## config.mk

```make
export PLATFORM = sky130hd
export DESIGN_NAME = jog_task_status_control
export DESIGN_NICKNAME = d
export VERILOG_FILES = /design/src/jog_pkg.sv /design/src/edge_detect.sv /design/src/jog_task_status_control.sv
export SDC_FILE = /design/constraint.sdc
export NUM_CORES = 1
export LEC_CHECK = 0
export BUFFER_PORTS_ARGS = -buffer_cell sky130_fd_sc_hd__buf_4
export CAP_MARGIN = 20
export CORE_MARGIN = 3
export CORE_UTILIZATION = 45
export CTS_CLUSTER_DIAMETER = 50
export CTS_CLUSTER_SIZE = 16
export DETAILED_ROUTE_END_ITERATION = 7
export HOLD_SLACK_MARGIN = 0.1
export PLACE_DENSITY_LB_ADDON = 0.3
export SETUP_SLACK_MARGIN = 0.2
export SLEW_MARGIN = 20
export SYNTH_ARGS = -nofsm -noshare
export SYNTH_HDL_FRONTEND = slang
export SYNTH_HIERARCHICAL = 1
export SYNTH_SLANG_ARGS = --single-unit
```

## constraint.sdc

```tcl
create_clock -name REF_CLK -period 5.2 [get_ports REF_CLK]
set_clock_uncertainty 0.1 [all_clocks]
set_input_delay 0.26 -clock REF_CLK [delete_from_list [all_inputs] [get_ports REF_CLK]]
set_output_delay 0.26 -clock REF_CLK [all_outputs]
set_load 0.005 [all_outputs]
```

## src/jog_pkg.sv

```systemverilog
package jog_pkg;

    localparam int unsigned ADDR_W = 12;
    localparam int unsigned DATA_W = 32;

    localparam logic [11:0] CTRL_OFS = 12'h000;
    localparam logic [11:0] STATE_OFS = 12'h004;
    localparam logic [11:0] IRQ_STAT_OFS = 12'h008;
    localparam logic [11:0] IRQ_MASK_OFS = 12'h00C;

    localparam int unsigned CTRL_EN_BIT = 0;
    localparam logic CTRL_EN_RESET = 1'h1;

    localparam int unsigned EV_DONE = 0;
    localparam int unsigned EV_ABORT = 1;
    localparam int unsigned EV_ERROR = 2;
    localparam int unsigned EV_SPEED = 3;
    localparam int unsigned EV_W = 4;
    localparam logic [3:0] IRQ_MASK_RESET = 4'h0;

    localparam int unsigned FLAGS_LSB = 0;
    localparam int unsigned FLAGS_W = 5;
    localparam int unsigned STATE_LSB = 8;
    localparam int unsigned STATE_W = 2;

    typedef enum logic [1:0] {
        ST_IDLE,
        ST_RUN,
        ST_DECEL
    } task_state_e;

    typedef struct packed {
        logic busy;
        logic at_speed;
        logic aborted;
        logic error;
        logic decel;
    } flags_s;

endpackage

```

## src/edge_detect.sv

```systemverilog
`timescale 1ns/1ns
`default_nettype none

module edge_detect
    import jog_pkg::*;
#(
    parameter int unsigned W = 2
) (
    input wire logic clk,
    input wire logic rstn,
    input wire logic [W-1:0] level,
    output logic [W-1:0] rise
);

    logic [W-1:0] last_reg;
    logic [W-1:0] last_next;

    genvar i;
    generate
        for (i = 0; i < W; i++) begin : g_bit
            always_comb begin
                last_next[i] = level[i];
                rise[i] = level[i] & ~last_reg[i];
            end
        end
    endgenerate

    always_ff @(posedge clk or negedge rstn) begin
        if (!rstn) begin
            last_reg <= '0;
        end else begin
            last_reg <= last_next;
        end
    end

endmodule

`default_nettype wire

```

## src/jog_task_status_control.sv

```systemverilog
`timescale 1ns/1ns
`default_nettype none

// Function
// - A rising edge on either jog request starts the jog task.
// - Busy stays high for the whole time the jog task is active.
// - At-speed rises on reaching set velocity, stays only while at it.
// - Dropping the jog request starts deceleration and clears at-speed.
// - Task completes when both requests are low and axis stands still.
// - Busy falls whenever the task completes, is aborted or errors out.
// - A superseding task with no error in the same cycle clears busy and sets aborted in one cycle.
// - An error clears busy and sets the error flag in one cycle.
// - Aborted and error show one cycle, latch while a request stays high.
// - Abort while decelerating with requests low pulses aborted one cycle.
// - Error while decelerating with requests low pulses error one cycle.
// - Abort and error report alike whether or not speed was reached.
module jog_task_status_control
    import jog_pkg::*;
(
    input wire logic REF_CLK,
    input wire logic RSTN,
    input wire logic JOG_FWD_REQUEST,
    input wire logic JOG_REV_REQUEST,
    input wire logic AT_VELOCITY,
    input wire logic STANDSTILL,
    input wire logic SUPERSEDE,
    input wire logic AXIS_FAULT,
    input wire logic PSEL,
    input wire logic PENABLE,
    input wire logic PWRITE,
    input wire logic [11:0] PADDR,
    input wire logic [31:0] PWDATA,
    output logic [31:0] PRDATA,
    output logic PREADY,
    output logic PSLVERR,
    output logic BUSY,
    output logic AT_SPEED_FLAG,
    output logic SUPERSEDED_FLAG,
    output logic ERROR_FLAG,
    output logic DECEL_CMD,
    output logic IRQ
);

    ////////////////////////////////////////////////////////////////////////
    logic [1:0] req_rise;
    logic any_req;
    logic start;
    task_state_e state_reg;
    task_state_e state_next;
    flags_s flags_reg;
    flags_s flags_next;
    logic ctrl_en_reg;
    logic ctrl_en_next;
    logic [EV_W-1:0] stat_reg;
    logic [EV_W-1:0] stat_next;
    logic [EV_W-1:0] mask_reg;
    logic [EV_W-1:0] mask_next;
    logic irq_reg;
    logic irq_next;
    logic [EV_W-1:0] events;
    logic [31:0] prdata_reg;
    logic [31:0] prdata_next;
    logic pready_reg;
    logic pready_next;
    logic pslverr_reg;
    logic pslverr_next;
    logic setup;
    logic wr_done;
    logic rd_stat;
    logic mapped;

    edge_detect #(
        .W(2)
    ) u_req_edge (
        .clk(REF_CLK),
        .rstn(RSTN),
        .level({JOG_REV_REQUEST, JOG_FWD_REQUEST}),
        .rise(req_rise)
    );

    assign any_req = JOG_FWD_REQUEST | JOG_REV_REQUEST;
    // Software can hold off new jog tasks; a running one is not disturbed.
    assign start = (|req_rise) & ctrl_en_reg;

    ////////////////////////////////////////////////////////////////////////
    // Task sequencing and output flags. An error outranks an abort when
    // both arrive together, so no abort is reported in that cycle.
    always_comb begin
        state_next = state_reg;
        flags_next = flags_reg;
        events = '0;
        flags_next.aborted = flags_reg.aborted & any_req;
        flags_next.error = flags_reg.error & any_req;
        case (state_reg)
            ST_IDLE: begin
                if (start) begin
                    state_next = ST_RUN;
                end
            end
            ST_RUN: begin
                if (!any_req) begin
                    state_next = ST_DECEL;
                end
            end
            ST_DECEL: begin
                if (start) begin
                    state_next = ST_RUN;
                end else if (!any_req && STANDSTILL) begin
                    state_next = ST_IDLE;
                    events[EV_DONE] = 1'h1;
                end
            end
            default: begin
                state_next = ST_IDLE;
            end
        endcase
        // Abort and error do not look at the at-speed flag at all.
        if (state_reg != ST_IDLE && AXIS_FAULT) begin
            state_next = ST_IDLE;
            flags_next.error = 1'h1;
            events[EV_ERROR] = 1'h1;
        end else if (state_reg != ST_IDLE && SUPERSEDE) begin
            state_next = ST_IDLE;
            flags_next.aborted = 1'h1;
            events[EV_ABORT] = 1'h1;
        end
        flags_next.busy = (state_next != ST_IDLE);
        flags_next.decel = (state_next == ST_DECEL);
        // Only steady travel under a running task counts as at speed.
        flags_next.at_speed = (state_next == ST_RUN) && any_req &&
            AT_VELOCITY;
        events[EV_SPEED] = flags_next.at_speed & ~flags_reg.at_speed;
    end

    always_ff @(posedge REF_CLK or negedge RSTN) begin
        if (!RSTN) begin
            state_reg <= ST_IDLE;
            flags_reg <= '0;
        end else begin
            state_reg <= state_next;
            flags_reg <= flags_next;
        end
    end

    ////////////////////////////////////////////////////////////////////////
    // APB slave. The answer is prepared in the setup cycle so that PREADY
    // and PRDATA come from flops; every access therefore has one wait-free
    // access cycle.
    assign setup = PSEL & ~PENABLE;
    assign wr_done = PSEL & PENABLE & pready_reg & PWRITE;
    assign rd_stat = PSEL & PENABLE & pready_reg & ~PWRITE &
        (PADDR == IRQ_STAT_OFS);
    assign mapped = (PADDR == CTRL_OFS) || (PADDR == STATE_OFS) ||
        (PADDR == IRQ_STAT_OFS) || (PADDR == IRQ_MASK_OFS);

    always_comb begin
        ctrl_en_next = ctrl_en_reg;
        mask_next = mask_reg;
        pready_next = setup;
        pslverr_next = setup & ~mapped;
        prdata_next = '0;
        if (setup && !PWRITE) begin
            case (PADDR)
                CTRL_OFS: prdata_next[CTRL_EN_BIT] = ctrl_en_reg;
                STATE_OFS: begin
                    prdata_next[FLAGS_LSB +: FLAGS_W] = flags_reg;
                    prdata_next[STATE_LSB +: STATE_W] = state_reg;
                end
                IRQ_STAT_OFS: prdata_next[EV_W-1:0] = stat_reg;
                IRQ_MASK_OFS: prdata_next[EV_W-1:0] = mask_reg;
                default: prdata_next = '0;
            endcase
        end
        if (wr_done && PADDR == CTRL_OFS) begin
            ctrl_en_next = PWDATA[CTRL_EN_BIT];
        end
        if (wr_done && PADDR == IRQ_MASK_OFS) begin
            mask_next = PWDATA[EV_W-1:0];
        end
        // Only the bits that the read reported are cleared, so an event
        // landing between the setup and the access edge is not lost.
        stat_next = (rd_stat ? stat_reg & ~prdata_reg[EV_W-1:0] : stat_reg)
            | events;
        irq_next = |(stat_next & mask_next);
    end

    always_ff @(posedge REF_CLK or negedge RSTN) begin
        if (!RSTN) begin
            ctrl_en_reg <= CTRL_EN_RESET;
            mask_reg <= IRQ_MASK_RESET;
            stat_reg <= '0;
            irq_reg <= 1'h0;
            prdata_reg <= '0;
            pready_reg <= 1'h0;
            pslverr_reg <= 1'h0;
        end else begin
            ctrl_en_reg <= ctrl_en_next;
            mask_reg <= mask_next;
            stat_reg <= stat_next;
            irq_reg <= irq_next;
            prdata_reg <= prdata_next;
            pready_reg <= pready_next;
            pslverr_reg <= pslverr_next;
        end
    end

    assign PRDATA = prdata_reg;
    assign PREADY = pready_reg;
    assign PSLVERR = pslverr_reg;
    assign BUSY = flags_reg.busy;
    assign AT_SPEED_FLAG = flags_reg.at_speed;
    assign SUPERSEDED_FLAG = flags_reg.aborted;
    assign ERROR_FLAG = flags_reg.error;
    assign DECEL_CMD = flags_reg.decel;
    assign IRQ = irq_reg;
endmodule

`default_nettype wire

```

### Yosys cells after proc, flatten, opt, wreduce, memory -nomap -nowiden

Cells that the tools add are included.

* flip-flop bits (word level): 53
* bits of input ports: 55
* output and inout port bits: 40
* logic and storage cells: 87

* equal/unequal tests: 7
* mux-type cells: 23
* bitwise gates (word level): 24
* reductions and logical operators: 19

Operators with widths (count)
* == test 12 x 4 -> 1 bit (second input constant): 2
* two-way mux 2 bit: 7
* bitwise AND 1 bit: 13
* == test 12 x 3 -> 1 bit (second input constant): 1
* zero test 12 bit: 1
* two-way mux 1 bit: 10
* two-way mux 10 bit: 1
* case mux 3 bit (3 select lines): 1
* bitwise AND 4 bit: 2
* logical AND 1 bit: 8
* two-way mux 4 bit: 2
* NOT 1 bit: 6
* case mux 2 bit (3 select lines): 1
* == test 2 x 1 -> 1 bit (second input constant): 2
* == test 2 bit (second input constant): 2
* NOT 4 bit: 1
* bitwise OR 4 bit: 1
* case mux 1 bit (4 select lines): 1
* nonzero test 2 bit: 2
* OR reduction 4 bit: 1
* logical OR 1 bit: 3
* zero test 1 bit: 2
* zero test 2 bit: 1
* OR reduction 2 bit: 1
* bitwise OR 1 bit: 1

### Longest topological paths before layout

Gate-level depths: netlist (run 1).

* depth after elaboration: 15
* depth in mapped cells: 6
* gate-level depth less buffers: 6

### Modules after synthesis

The synthesis (run 1) kept the hierarchy.

Modules (own cells, without submodules)
* jog_task_status_control: instances 1, cells an instance 131, area each 1405.1 um^2, sequential area each 651.9 um^2
* edge_detect: instances 1, cells an instance 4, area each 77.6 um^2, sequential area each 50.0 um^2

### Worst setup path before layout (run 1)

Ideal clock, no wire load.

* path type: input to register
* start: in PADDR[7]
* end: reg irq_reg, in the netlist IRQ
* setup time: 0.129 ns
* arrival time: 2.110 ns
* data required time: 4.971 ns
* path slack: 2.862 ns
* stages on the path: 5
* buffers on the path: 0
* cell sequence: or4_1 > nor4_2 > mux2_2 > a21boi_1 > a2111o_1

* elaborated cells between the ends (all ways): 9
* those cells by class: eq/ne: 2; mux: 2; bitwise: 3; reduce/logical: 2

RTL lines
* start, declared: RTL line jog_task_status_control.sv:31 `input wire logic [11:0] PADDR,`
* == test 12 x 4 -> 1 bit: RTL line jog_task_status_control.sv:177 `if (wr_done && PADDR == IRQ_MASK_OFS) begin`
* logical AND 1 bit: RTL line jog_task_status_control.sv:177
* two-way mux 4 bit: RTL line jog_task_status_control.sv:177
* via mask_next[0]: RTL line jog_task_status_control.sv:57 `logic [EV_W-1:0] mask_next;`
* bitwise AND 4 bit: RTL line jog_task_status_control.sv:184 `irq_next = |(stat_next & mask_next);`
* OR reduction 4 bit: RTL line jog_task_status_control.sv:184
* via irq_next: RTL line jog_task_status_control.sv:59 `logic irq_next;`
* end signal, assigned: RTL line jog_task_status_control.sv:200 `irq_reg <= irq_next;`
* end, declared: RTL line jog_task_status_control.sv:58 `logic irq_reg;`

The timed path passes the listed nets, and every way through them passes these cells.
A chain may end at the register's enable or synchronous reset.

### Worst setup path after layout (run 1)

* start: in PENABLE
* end: reg irq_reg, in the netlist IRQ

* elaborated cells between the ends (all ways): 11
* those cells by class: mux: 2; bitwise: 7; reduce/logical: 2

RTL lines
* start, declared: RTL line jog_task_status_control.sv:29 `input wire logic PENABLE,`
* bitwise AND 1 bit (3 in a row): RTL line jog_task_status_control.sv:150 `assign wr_done = PSEL & PENABLE & pready_reg & PWRITE;`
* logical AND 1 bit: RTL line jog_task_status_control.sv:177
* two-way mux 4 bit: RTL line jog_task_status_control.sv:177
* via mask_next[0]: RTL line jog_task_status_control.sv:57
* bitwise AND 4 bit: RTL line jog_task_status_control.sv:184
* OR reduction 4 bit: RTL line jog_task_status_control.sv:184
* via irq_next: RTL line jog_task_status_control.sv:59

The timed path passes the listed nets, and every way through them passes these cells.

==> key figures, run 1 <==
STA
  – Transition time of the tightest slew-check pin: between 600 and 700 ps
  – Fmax: 410.1 MHz
  – Fin. Hold Viols: 0
  – Setup repair after global routing missed its margin: no
  – Minimum clock period after layout: 2438 ps
  – Final number of setup-violating endpoints: 0
  – Max-slew headroom: 0.5805
  – Ratio of final minimum period to clock period: 0.4689
  – Hold slack final: 127.8 ps
  – Setup TNS: 0 ps
  – Pins over their slew limit: 0

Synth
  – Number of enable flip-flop cells after synthesis: 0
  – Post-synthesis cell type count: 43
  – Total number of yosys warnings: 6
  – Dominant register cell in the synthesized netlist: sky130_fd_sc_hd__dfrtp_1
  – Fraction of the mapped netlist area in compound gates: 0.1038
  – Adder and majority gate portion of the synthesized area: 0
  – Portion of the post-synthesis area used by sequential elements: 0.4734
  – Most frequent cells after synthesis: sky130_fd_sc_hd__dfrtp_1 (27), sky130_fd_sc_hd__buf_4 (25), sky130_fd_sc_hd__nor2_1 (8), sky130_fd_sc_hd__mux2_2 (6)
  – Main combinational cell family by area after synthesis: simple AND/OR/NAND/NOR gates
  – Share of cell area taken by muxes after synthesis: 0.07511
  – FFs w/ async S/R, synth: 1.000
  – XOR/XNOR share of the synthesized area: 0
  – Post-synthesis instance total: 135
  – Area fraction in and, or, nand and nor cells after synthesis: 0.2025
  – Mean Syn Cell Area: 10.98 um2
  – Area fraction of the dominant cell type after synthesis: 0.4557
  – Most repeated cell in the gate-level netlist after synthesis: sky130_fd_sc_hd__dfrtp_1
  – Netlist Area Pre-Place: ~1500 um2
  – Yosys reg bits: 28
  – Cell type with the largest total area after synthesis: sky130_fd_sc_hd__dfrtp_1
  – Top post-synthesis cells by area: sky130_fd_sc_hd__dfrtp_1 (46%), sky130_fd_sc_hd__buf_4 (13%), sky130_fd_sc_hd__mux2_2 (4.6%)

Route
  – Post-detailed-route DRC marker count: 0
  – Vias per std cell: a little under 5
  – Routed WL: 2944 um
  – Antenna violation net count after detailed routing: 0
  – Routed length per placed instance: approximately 13 um
  – Number of detailed-routing iterations run before antenna repair: 4
  – Number of vias after detailed routing: 1119
  – First DRT Iteration DRCs: 43

Worst setup path
  – Critical path's largest stage delay: 570 ps
  – Critical path capture point type: register
  – Capture instance of the worst register-to-register path: IRQ
  – Required time reported for the critical path endpoint: 5310 ps
  – Reg2Reg Setup Slack: 2950 ps
  – R2R cell count: 5
  – Beginning of the worst register-to-register path: PREADY
  – Critical path class: in2reg
  – Critical Path Source Type: input port
  – Capturing element of the worst setup path: IRQ
  – Critical path arrival: 2550 ps
  – Maximum fanout encountered on the critical timing path: 4
  – List of cells traversed by the critical path: dlygate4sd3_1, buf_4, nand4_1, nor4_2, mux2_2, a21boi_1, a2111o_1
  – Start point of the critical path: PENABLE
  – Worst-path cell with the longest stage delay: sky130_fd_sc_hd__nor4_2

Pwr
  – Clock share of power: 0.338
  – Fraction of power spent switching nets: 0.2025
  – Switching component of the power: 0.08194 mW
  – Power Density: 215.0 nW/um2
  – Cell leakage power: between 0.9 and 1 nW
  – Proportion of power drawn by flip-flops and latches: 0.549
  – Worst voltage drop across the vdd grid: 0.0001213 V
  – Power share of the combinational group: 0.112
  – Internal cell power: ~0.32 mW

Floorplan
  – Core Area: 3103 um2
  – Horizontal die dimension: 63.40 um
  – Vertical extent of the die: 63.40 um
  – Floorplan row count: 20
  – Area enclosed by the die boundary: 4020 um2
  – Initial standard-cell utilization of the core: 0.4778
  – Num ports: 95

Place
  – PortBufs: 41
  – Instance count after placement with tap cells included: 217
  – HPWL after detailed placement: 2312 um
  – Placer congestion estimate: 0.8304
  – Instance area after placement: 1739 um2

Finish
  – Largest register FFs: 7
  – Area growth syn-to-layout: 26.92%
  – Cell Count, Final, Fillers Out: 230
  – Final design utilization: 0.6065
  – Fraction of final layout cells sized beyond drive strength 1: 0.3333
  – Number of diodes added for antenna fixing: 0
  – Count of nets after finishing: 242
  – Post-layout instance area: 1882 um2

Clock network
  – Clk buf depth: 2
  – Clock sink count: 28
  – Clock tree from TritonCTS: yes
  – Clock-pin slew reported for the worst setup and hold paths after clock tree synthesis: 130 ps
  – TritonCTS Buffers: 3
  – H-tree level count: 1
  – Root Buffer: sky130_fd_sc_hd__clkbuf_4
  – Insertion delay to the later sink of the worst-skew pair: 320 ps

Min path
  – Path class of the lowest-slack min-delay path: in2reg

GRT
  – Global Route Usage Sum: 0.1476
  – Number of antenna violations at the first check in global routing: 0
  – Largest net degree at the start of global routing: 29
  – GRT overflow: 0
  – First-pass GRT wire length: 4733 um
  – Number of global-route vias before repair: 1049

Flow run
  – Maxcap violations: 0

Status
  – Status: finished clean
metrics by stage:
step | setup WS (ps) | total power [mW]
after floorplan | 2862 | 0.2540
after global placement | 2531 | 0.2653
after detailed placement | 2497 | 0.2662
after CTS | 2777 | 0.4095
after global routing | 2720 | 0.4224
final | 2762 | 0.4046
power by group through the flow:
stage / sequential [mW] / clock, mW / combinational [mW]
after CTS: 0.222 / 0.142 / 0.0453
after detailed placement: 0.226 / 0 / 0.0398
after floorplan: 0.226 / 0 / 0.0277
after global routing: 0.223 / 0.149 / 0.0506
final: 0.222 / 0.137 / 0.0454
after global placement: 0.226 / 0 / 0.0390
cell families after synthesis:
logic type	count (synthesis)
simple gates	46
buf+inv	31
flops	28
compound gates	20
other cells	1
mux	9
layer usage:
metal	routed length, um	global-route usage	up-vias
met5	0	0	-
met4	12	0.04043	0
met3	293	0.04100	2
met2	1428	0.2464	51
met1	1211	0.1873	538
li1	-	-	528
layout make-up:
class                      count  area [um2]
clock inverter                 1       30.03
sequential                    28       701.9
clock buffer                   3       22.52
timing repair buffer          50       397.9
tap                           44       55.05
multi-input combinational    100       659.4
fill                         265        1221
inverter                       4       15.01
cell usage in the layout, fill, tap and decap left out, types with 2 or more instances in the layout:
| cell type | n |
|---|---|
| sky130_fd_sc_hd__a22oi_1 | 3 |
| sky130_fd_sc_hd__buf_4 | 41 |
| sky130_fd_sc_hd__nand3b_1 | 2 |
| sky130_fd_sc_hd__conb_1 | 25 |
| sky130_fd_sc_hd__dlygate4sd3_1 | 9 |
| sky130_fd_sc_hd__mux2_2 | 6 |
| sky130_fd_sc_hd__a21boi_1 | 2 |
| sky130_fd_sc_hd__a31oi_1 | 3 |
| sky130_fd_sc_hd__clkbuf_4 | 3 |
| sky130_fd_sc_hd__and2_1 | 5 |
| sky130_fd_sc_hd__dfrtp_1 | 27 |
| sky130_fd_sc_hd__nor2b_1 | 5 |
| sky130_fd_sc_hd__nand4_1 | 3 |
| sky130_fd_sc_hd__nand2_1 | 5 |
| sky130_fd_sc_hd__o21ai_0 | 5 |
| sky130_fd_sc_hd__nor3_1 | 2 |
| sky130_fd_sc_hd__nor2b_4 | 2 |
| sky130_fd_sc_hd__or4_1 | 2 |
| sky130_fd_sc_hd__nor2_1 | 8 |
| sky130_fd_sc_hd__inv_1 | 4 |
worst min path at each step:
stage	slack [ps]	from	cells after the start	endpoint
6_report	130	STANDSTILL	3	stat_reg[0]
5_1_grt	100	STANDSTILL	3	stat_reg[0]
4_1_cts	110	PSEL	2	PREADY
3_5_place_dp	90	RSTN	1	PRDATA[9]
3_3_place_gp	90	RSTN	1	PRDATA[8]
2_1_floorplan	-140	RSTN	0	AT_SPEED_FLAG
critical path: cells and delay by family:
family / cells / cell delay, ps
compound gates: 2 / 520
buf+inv: 2 / 660
mux: 1 / 420
simple gates: 2 / 690
repair_timing:
action | in CTS | in global routing
setup endpoints to repair | 0 | 0
hold buffers | 9 | 0
endpoints found under the hold margin | 38 | 0
setup buffers | 0 | 0
resized for setup | 0 | 0
Power figures use the tool's default switching activity.
==> run 2, diff against run 1 <==
ABC_AREA = 1   (was not set)
CORE_UTILIZATION = 42   (was 45)
clock period = 2.5 ns   (was 5.2 ns; I/O delays follow)
==> run 2 against run 1 <==
  * Power grew 150%
  * Setup slack lost 2100 ps
  * Core utilization shrank 2.9 points
  * Count of clock-buffer cells in the layout grew 1
  * Routed wire length grew 5.6%
  * Global-route usage grew 0.091 points
  * Register-to-register slack lost 2300 ps
  * Critical path type unchanged
  * Critical endpoint is now ctrl_en_reg
==> key figures, run 2 <==
Place
  – Minimum setup slack after placement: 809.8 ps (-1687 ps)
  – PortBufs: 41 (unchanged)
  – Instance count after placement with tap cells included: 268 (+24%)
  – Placer congestion estimate: 0.8167 (-1.6%)
  – HPWL after detailed placement: 2316 um (+0.14%)

Synth
  – Post-synthesis cell type count: 25 (-42%)
  – Adder and majority gate portion of the synthesized area: 0 (unchanged)
  – Area fraction of the dominant cell type after synthesis: 0.4493 (-0.006445)
  – Number of enable flip-flop cells after synthesis: 0 (unchanged)
  – Total number of yosys warnings: 6 (unchanged)
  – Most repeated cell in the gate-level netlist after synthesis: sky130_fd_sc_hd__nand2_1
  – Dominant register cell in the synthesized netlist: sky130_fd_sc_hd__dfrtp_1
  – XOR/XNOR share of the synthesized area: 0 (unchanged)
  – Main combinational cell family by area after synthesis: simple AND/OR/NAND/NOR gates
  – Netlist Area Pre-Place: 1504 um2 (+1.4%)
  – Yosys reg bits: 28 (unchanged)
  – Mean Syn Cell Area: 8.218 um2 (-25%)
  – Share of cell area taken by muxes after synthesis: 0 (-0.07511)
  – Top post-synthesis cells by area: sky130_fd_sc_hd__dfrtp_1 (45%), sky130_fd_sc_hd__buf_4 (12%), sky130_fd_sc_hd__nand2_1 (11%)
  – Post-synthesis instance total: 183 (+36%)
  – Portion of the post-synthesis area used by sequential elements: 0.4667 (-0.006696)
  – Fraction of the mapped netlist area in compound gates: 0.04493 (-0.05887)
  – Most frequent cells after synthesis: sky130_fd_sc_hd__nand2_1 (43), sky130_fd_sc_hd__dfrtp_1 (27), sky130_fd_sc_hd__buf_4 (25), sky130_fd_sc_hd__inv_1 (23), sky130_fd_sc_hd__nor2_1 (16)
  – FFs w/ async S/R, synth: 1.000 (unchanged)
  – Area fraction in and, or, nand and nor cells after synthesis: 0.2912 (+0.08865)
  – Cell type with the largest total area after synthesis: sky130_fd_sc_hd__dfrtp_1

Worst setup path
  – Critical path arrival: 2020 ps (-530 ps)
  – Critical path capture point type: register
  – Required time reported for the critical path endpoint: 2650 ps (-2660 ps)
  – Capture instance of the worst register-to-register path: IRQ
  – Critical Path Source Type: input port
  – R2R cell count: 10 (+5)
  – Beginning of the worst register-to-register path: state_reg[0]
  – Reg2Reg Setup Slack: 700 ps (-2250 ps)
  – Maximum fanout encountered on the critical timing path: 3 (-1)
  – Critical path class: in2reg

Route
  – Number of detailed-routing iterations run before antenna repair: 4 (unchanged)
  – First DRT Iteration DRCs: 86 (+100%)
  – Post-detailed-route DRC marker count: 0 (unchanged)
  – Routed length per placed instance: 10.76 um (-16%)
  – Number of vias after detailed routing: 1271 (+14%)
  – Vias per std cell: 4.398 (-9.6%)
  – Antenna violation net count after detailed routing: 0 (unchanged)
  – Routed WL: 3110 um (+5.6%)

Finish
  – # fillers: 320 (+21%)
  – Cell Count, Final, Fillers Out: 289 (+26%)
  – Final design utilization: 0.5773 (-0.02912)
  – Number of diodes added for antenna fixing: 0 (unchanged)
  – Area growth syn-to-layout: 30.12%
  – Fraction of final layout cells sized beyond drive strength 1: 0.2346 (-0.09877)
  – Most frequent cells in the layout: sky130_fd_sc_hd__nand2_1 (43), sky130_fd_sc_hd__buf_4 (41), sky130_fd_sc_hd__dfrtp_1 (27)
  – Commonest non-fill, non-tap cell in the layout: sky130_fd_sc_hd__nand2_1
  – Largest register FFs: 7 (unchanged)
  – Count of nets after finishing: 299 (+24%)

Clock network
  – Clock sink count: 28 (unchanged)
  – Clock-pin slew reported for the worst setup and hold paths after clock tree synthesis: 150 ps (+20 ps)
  – Clock tree from TritonCTS: yes
  – H-tree level count: 1 (unchanged)
  – Insertion delay to the later sink of the worst-skew pair: 330 ps (about the same)
  – Clk buf depth: 2 (unchanged)
  – TritonCTS Buffers: 3 (unchanged)
  – Root Buffer: sky130_fd_sc_hd__clkbuf_4
  – Number of buffers inserted by post-CTS setup repair: 0 (unchanged)

Pwr
  – Switching component of the power: 0.3068 mW (+270%)
  – Clock share of power: 0.193 (-0.145)
  – Overall power: 1.005 mW (+150%)
  – Power share of the combinational group: 0.265 (+0.153)
  – Internal cell power: 0.6984 mW (+120%)
  – Worst voltage drop across the vdd grid: 0.0004249 V (+250%)
  – Proportion of power drawn by flip-flops and latches: 0.541 (-0.008)
  – Power Density: 513.7 nW/um2 (+140%)
  – Fraction of power spent switching nets: 0.3052 (+0.1026)
  – Cell leakage power: 1.027 nW (+9.7%)

GRT
  – GRT overflow: 0 (unchanged)
  – Global Route Usage Sum: 0.1485 (+0.0009106)
  – Number of global-route vias before repair: 1108 (+5.6%)
  – First-pass GRT wire length: 4905 um (+3.6%)
  – Number of antenna violations at the first check in global routing: 0 (unchanged)
  – Largest net degree at the start of global routing: 29 (unchanged)

Status
  – Status: finished clean

Floorplan
  – Horizontal die dimension: 65.84 um (+3.8%)
  – Area enclosed by the die boundary: 4335 um2 (+7.8%)
  – Core Area: 3390 um2 (+9.2%)
  – Floorplan row count: 21 (+5.0%)
  – Initial standard-cell utilization of the core: 0.4437 (-0.03412)
  – Num ports: 95 (unchanged)
  – Vertical extent of the die: 65.84 um (+3.8%)

STA
  – Worst Slack Setup Final: 636.2 ps (-2126 ps)
  – Minimum clock period after layout: 1864 ps
  – Setup TNS: 0 ps (unchanged)
  – Ratio of final minimum period to clock period: 0.7455
  – Pins over their slew limit: 0 (unchanged)
  – Setup repair after global routing missed its margin: no
  – Fmax: ~540 MHz
  – Final number of setup-violating endpoints: 0 (unchanged)
  – Fin. Hold Viols: 0 (unchanged)

Min path
  – Path class of the lowest-slack min-delay path: in2async

Flow run
  – Maxcap violations: 0 (unchanged)
[run 2: cell count changes in the layout (fill, tap and decap cells not counted), moves of 3 or more]
cell and change:
sky130_fd_sc_hd__nand2_1 +38, sky130_fd_sc_hd__nor2b_1 -5, sky130_fd_sc_hd__inv_1 +19, sky130_fd_sc_hd__dlygate4sd3_1 +8
sky130_fd_sc_hd__nand4_1 +6, sky130_fd_sc_hd__nand3_1 +11, sky130_fd_sc_hd__nor2_1 +8, sky130_fd_sc_hd__a22oi_1 -3
sky130_fd_sc_hd__and2_1 -5, sky130_fd_sc_hd__mux2_2 -6
[run 2: what timing repair did]
item	CTS	global route
hold endpoints to repair	55	0
resized for setup	0	0
hold buffers	17	0
[run 2: layout make-up]
type                       count  area [um2]  area share
sequential                    28       701.9      0.3587
multi-input combinational    128       599.3      0.3063
timing repair buffer          58       478.0      0.2442
inverter                      25       93.84     0.04795
tap                           46       57.56     0.02941
clock buffer                   4       26.28     0.01343
[run 2: critical path: stages]
cell                            delay [ps]
sky130_fd_sc_hd__dlygate4sd3_1         530
sky130_fd_sc_hd__buf_4                 150
sky130_fd_sc_hd__inv_2                  70
sky130_fd_sc_hd__nand2_1                60
sky130_fd_sc_hd__nor2_1                 90
sky130_fd_sc_hd__nand2_1                80
sky130_fd_sc_hd__nor3_1                200
sky130_fd_sc_hd__nand2_1                70
sky130_fd_sc_hd__dlygate4sd3_1         550
sky130_fd_sc_hd__o21ai_0                90
[run 2: worst max-delay path by stage]
stage,to,startpoint,slack (ps),cells after the start
CTS,ctrl_en_reg,PADDR[3],660,10
detailed placement,PRDATA[9],PADDR[9],810,8
finish,ctrl_en_reg,PADDR[3],640,10
global route,IRQ,state_reg[0],500,10
floorplan,IRQ,PREADY,1170,9
global placement,PRDATA[2],PADDR[9],810,8
[run 2: cell families after synthesis]
kind of cell,Yosys count
simple gates,92
buf+inv,51
flops,28
compound gates,11
other cells,1
[run 2: metrics by stage]
step | instance area [um2] | hold WS [ps]
floorplan | 1594 | -270.6
global placement | 1760 | -42.23
detailed placement | 1760 | -38.09
CTS | 1957 | 115.9
global route | 1957 | 133.0
finish | 1957 | 133.6
[run 2: power by group through the flow]
stage               Combinational (mW)  Clock, mW  Sequential [mW]
detailed placement               0.242          0            0.552
floorplan                        0.148          0            0.547
global route                     0.308      0.217            0.550
CTS                              0.268      0.197            0.544
finish                           0.267      0.194            0.544
global placement                 0.237          0            0.554
[run 2: metal layers]
metal / share of wire / track usage / wire, um / vias to the layer above
li1: - / - / - / 651
met1: 0.46 / 0.1972 / 1443 / 575
met2: 0.46 / 0.2303 / 1419 / 39
met3: 0.062 / 0.03401 / 193 / 6
met4: 0.017 / 0.06477 / 54 / 0
met5: 0 / 0 / 0 / -
==> run 3, diff against run 2 <==
ABC_AREA = 0   (was 1)
clock period = 1.8 ns   (was 2.5 ns; I/O delays follow)
==> run 3 against run 2 <==
  * The run now ends with setup timing left
  * Non-clock buffer count increased by 16
  * Critical endpoint is now IRQ
  * Power increased by 22%
  * Clock power increased by 110%
  * First-iteration DRC count decreased by 59%
  * Via count decreased by 4.7%
  * Sequential power increased by 18%
  * Combinational power decreased by 37%
  * Global-route usage increased by 2.1 points
==> key figures, run 3 (synthesis gave the netlist of run 1 again) <==
Worst setup path
  – Buffering stage count on the worst path with inverters included: 1 (-3)
  – Critical path capture point type: register
  – R2R cell count: 6 (-4)
  – Top cell family by delay on the critical path: compound AO/OA/AOI/OAI gates
  – Critical path class: reg2reg
  – Critical path arrival: 2150 ps (+130 ps)
  – Critical path's largest stage delay: 410 ps (-140 ps)
  – Required time reported for the critical path endpoint: 1930 ps (-720 ps)
  – Worst-path cell with the longest stage delay: sky130_fd_sc_hd__a2111o_1
  – Critical Path Source Type: register
  – List of cells traversed by the critical path: nand4_1, nor4_4, buf_4, mux2_4, a21boi_1, a2111o_1
  – Maximum fanout encountered on the critical timing path: 2 (-1)
  – Number of stages on the worst setup path: 6 (-4)

Route
  – Routed length per placed instance: 14.68 um (+36%)
  – Post-detailed-route DRC marker count: 0 (unchanged)
  – Number of vias after detailed routing: 1211 (-4.7%)
  – Number of detailed-routing iterations run before antenna repair: 4 (unchanged)
  – Vias per std cell: 4.768 (+8.4%)
  – Routed WL: 3729 um (+20%)
  – Antenna violation net count after detailed routing: 0 (unchanged)
  – First DRT Iteration DRCs: 35 (-59%)

Min path
  – Hold Path Stages: 4
  – Path class of the lowest-slack min-delay path: in2reg

Finish
  – Largest register FFs: 7 (unchanged)
  – Cell Count, Final, Fillers Out: 254 (-12%)
  – Most frequent cells in the layout: sky130_fd_sc_hd__buf_4 (53), sky130_fd_sc_hd__dfrtp_1 (25), sky130_fd_sc_hd__conb_1 (25)
  – Number of diodes added for antenna fixing: 0 (unchanged)
  – Commonest non-fill, non-tap cell in the layout: sky130_fd_sc_hd__buf_4
  – Count of nets after finishing: 266 (-11%)
  – Area growth syn-to-layout: 50.30%
  – # fillers: 243 (-24%)
  – Fraction of final layout cells sized beyond drive strength 1: 0.4524 (+0.2178)
  – Post-layout instance area: 2228 um2 (+14%)

GRT
  – Number of global-route vias before repair: 1196 (+7.9%)
  – First-pass GRT wire length: 5692 um (+16%)
  – GRT overflow: 0 (unchanged)
  – Global Route Usage Sum: 0.1699 (+0.02140)
  – Number of antenna violations at the first check in global routing: 0 (unchanged)
  – Largest net degree at the start of global routing: 18 (-38%)

STA
  – Minimum clock period after layout: 2023 ps
  – Ratio of final minimum period to clock period: 1.124
  – Max-slew headroom: 0.4778
  – Fin. Hold Viols: 0 (unchanged)
  – Hold slack final: 45.31 ps (-88.28 ps)
  – Transition time of the tightest slew-check pin: 783.2 ps
  – Setup TNS: -286.0 ps (-286.0 ps)
  – Setup repair after global routing missed its margin: yes
  – Worst Slack Setup Final: -223.3 ps (-859.5 ps)
  – Fmax: ~490 MHz
  – Pins over their slew limit: 0 (unchanged)
  – Final number of setup-violating endpoints: 5 (+5)

Clock network
  – Number of buffers inserted for hold repair after clock tree synthesis: 18 (+1)
  – Clock-pin slew reported for the worst setup and hold paths after clock tree synthesis: 150 ps (about the same)
  – TritonCTS Buffers: 3 (unchanged)
  – Root Buffer: sky130_fd_sc_hd__clkbuf_4
  – Clock tree from TritonCTS: yes
  – Clock sink count: 28 (unchanged)
  – H-tree level count: 1 (unchanged)
  – Clk buf depth: 2 (unchanged)
  – Insertion delay to the later sink of the worst-skew pair: 330 ps (about the same)

Floorplan
  – Num ports: 95 (unchanged)
  – Floorplan row count: 20 (-4.8%)
  – Horizontal die dimension: 65.42 um (-0.65%)
  – Initial standard-cell utilization of the core: 0.4629 (+0.01918)
  – Vertical extent of the die: 65.42 um (-0.65%)
  – Area enclosed by the die boundary: 4279 um2 (-1.3%)
  – Core Area: 3203 um2 (-5.5%)

Pwr
  – Cell leakage power: 1.099 nW (+7.0%)
  – Power Density: 551.1 nW/um2 (+7.3%)
  – Worst voltage drop across the vdd grid: 0.0004445 V (+4.6%)
  – Overall power: 1.228 mW (+22%)

Place
  – Placer congestion estimate: 0.8932 (+9.4%)
  – HPWL after detailed placement: 2581 um (+11%)
  – Instance area after placement: 1837 um2 (+4.3%)
  – Instance count after placement with tap cells included: 225 (-16%)
  – PortBufs: 41 (unchanged)

Status
  – Violations in the final reports: setup timing
  – Status: complete, but fails checks

Flow run
  – Maxcap violations: 0 (unchanged)
-- run 3: cell types whose count changed in the layout (fill, tap and decap cells not counted), moves of 5 or more --
cell                      delta
sky130_fd_sc_hd__buf_4      +12
sky130_fd_sc_hd__nand3_1    -11
sky130_fd_sc_hd__nand4_1     -6
sky130_fd_sc_hd__and2_1      +5
sky130_fd_sc_hd__nor2_1     -12
sky130_fd_sc_hd__inv_1      -19
sky130_fd_sc_hd__nand2_1    -38
-- run 3: worst paths after layout --
kind,from,endpoint,slack (ps)
worst min register to register,BUSY,PRDATA[4],400
worst max register to register,PREADY,IRQ,-220
max in group asynchronous,RSTN,state_reg[1],570
worst min-delay path,PADDR[10],stat_reg[0],50
worst max-delay path,PREADY,IRQ,-220
min in group asynchronous,RSTN,ctrl_en_reg,130
-- run 3: layout make-up --
class	count	area, um2	area share
clock buffers	3	22.52	0.01011
clock inverters	1	30.03	0.01348
inverters	4	15.01	0.006738
multi-input cells	100	787.0	0.3532
flip-flops and latches	28	704.4	0.3161
well taps	44	55.05	0.02471
repair buffers	74	614.3	0.2757
-- run 3: routing by layer --
metal / global-route usage / wire length, um
met2: 0.2832 / 1929
met4: 0.02332 / 14
met5: 0 / 0
met1: 0.2409 / 1543
met3: 0.02393 / 241
-- run 3: through the flow --
step / setup slack (ps) / util
2_1_floorplan: -336.9 / -
3_3_place_gp: -438.2 / 0.5734
3_5_place_dp: -482.0 / 0.5734
4_1_cts: -225.1 / 0.6684
5_1_grt: -341.8 / 0.6957
6_report: -223.3 / 0.6957
-- run 3: power breakdown --
group          total, mW  switching, mW  leakage (nW)  internal, mW
Clock              0.416          0.191        0.0279         0.225
Sequential         0.643        0.00513         0.374         0.637
Combinational      0.169         0.0763         0.697        0.0931
Total               1.23          0.272          1.10         0.956
-- run 3: worst register-to-register path, stage by stage, from the launching register on --
cell,delay (ps)
sky130_fd_sc_hd__dfrtp_1,380
sky130_fd_sc_hd__nand4_1,180
sky130_fd_sc_hd__nor4_4,260
sky130_fd_sc_hd__buf_4,160
sky130_fd_sc_hd__mux2_4,300
sky130_fd_sc_hd__a21boi_1,140
sky130_fd_sc_hd__a2111o_1,410
-- run 3: timing repair --
action / in CTS / in global routing
pin swaps: 4 / 2
buffers inserted: 4 / 3
hold endpoints to repair: 55 / 2
setup endpoints to repair: 14 / 32
resized for setup: 12 / 14
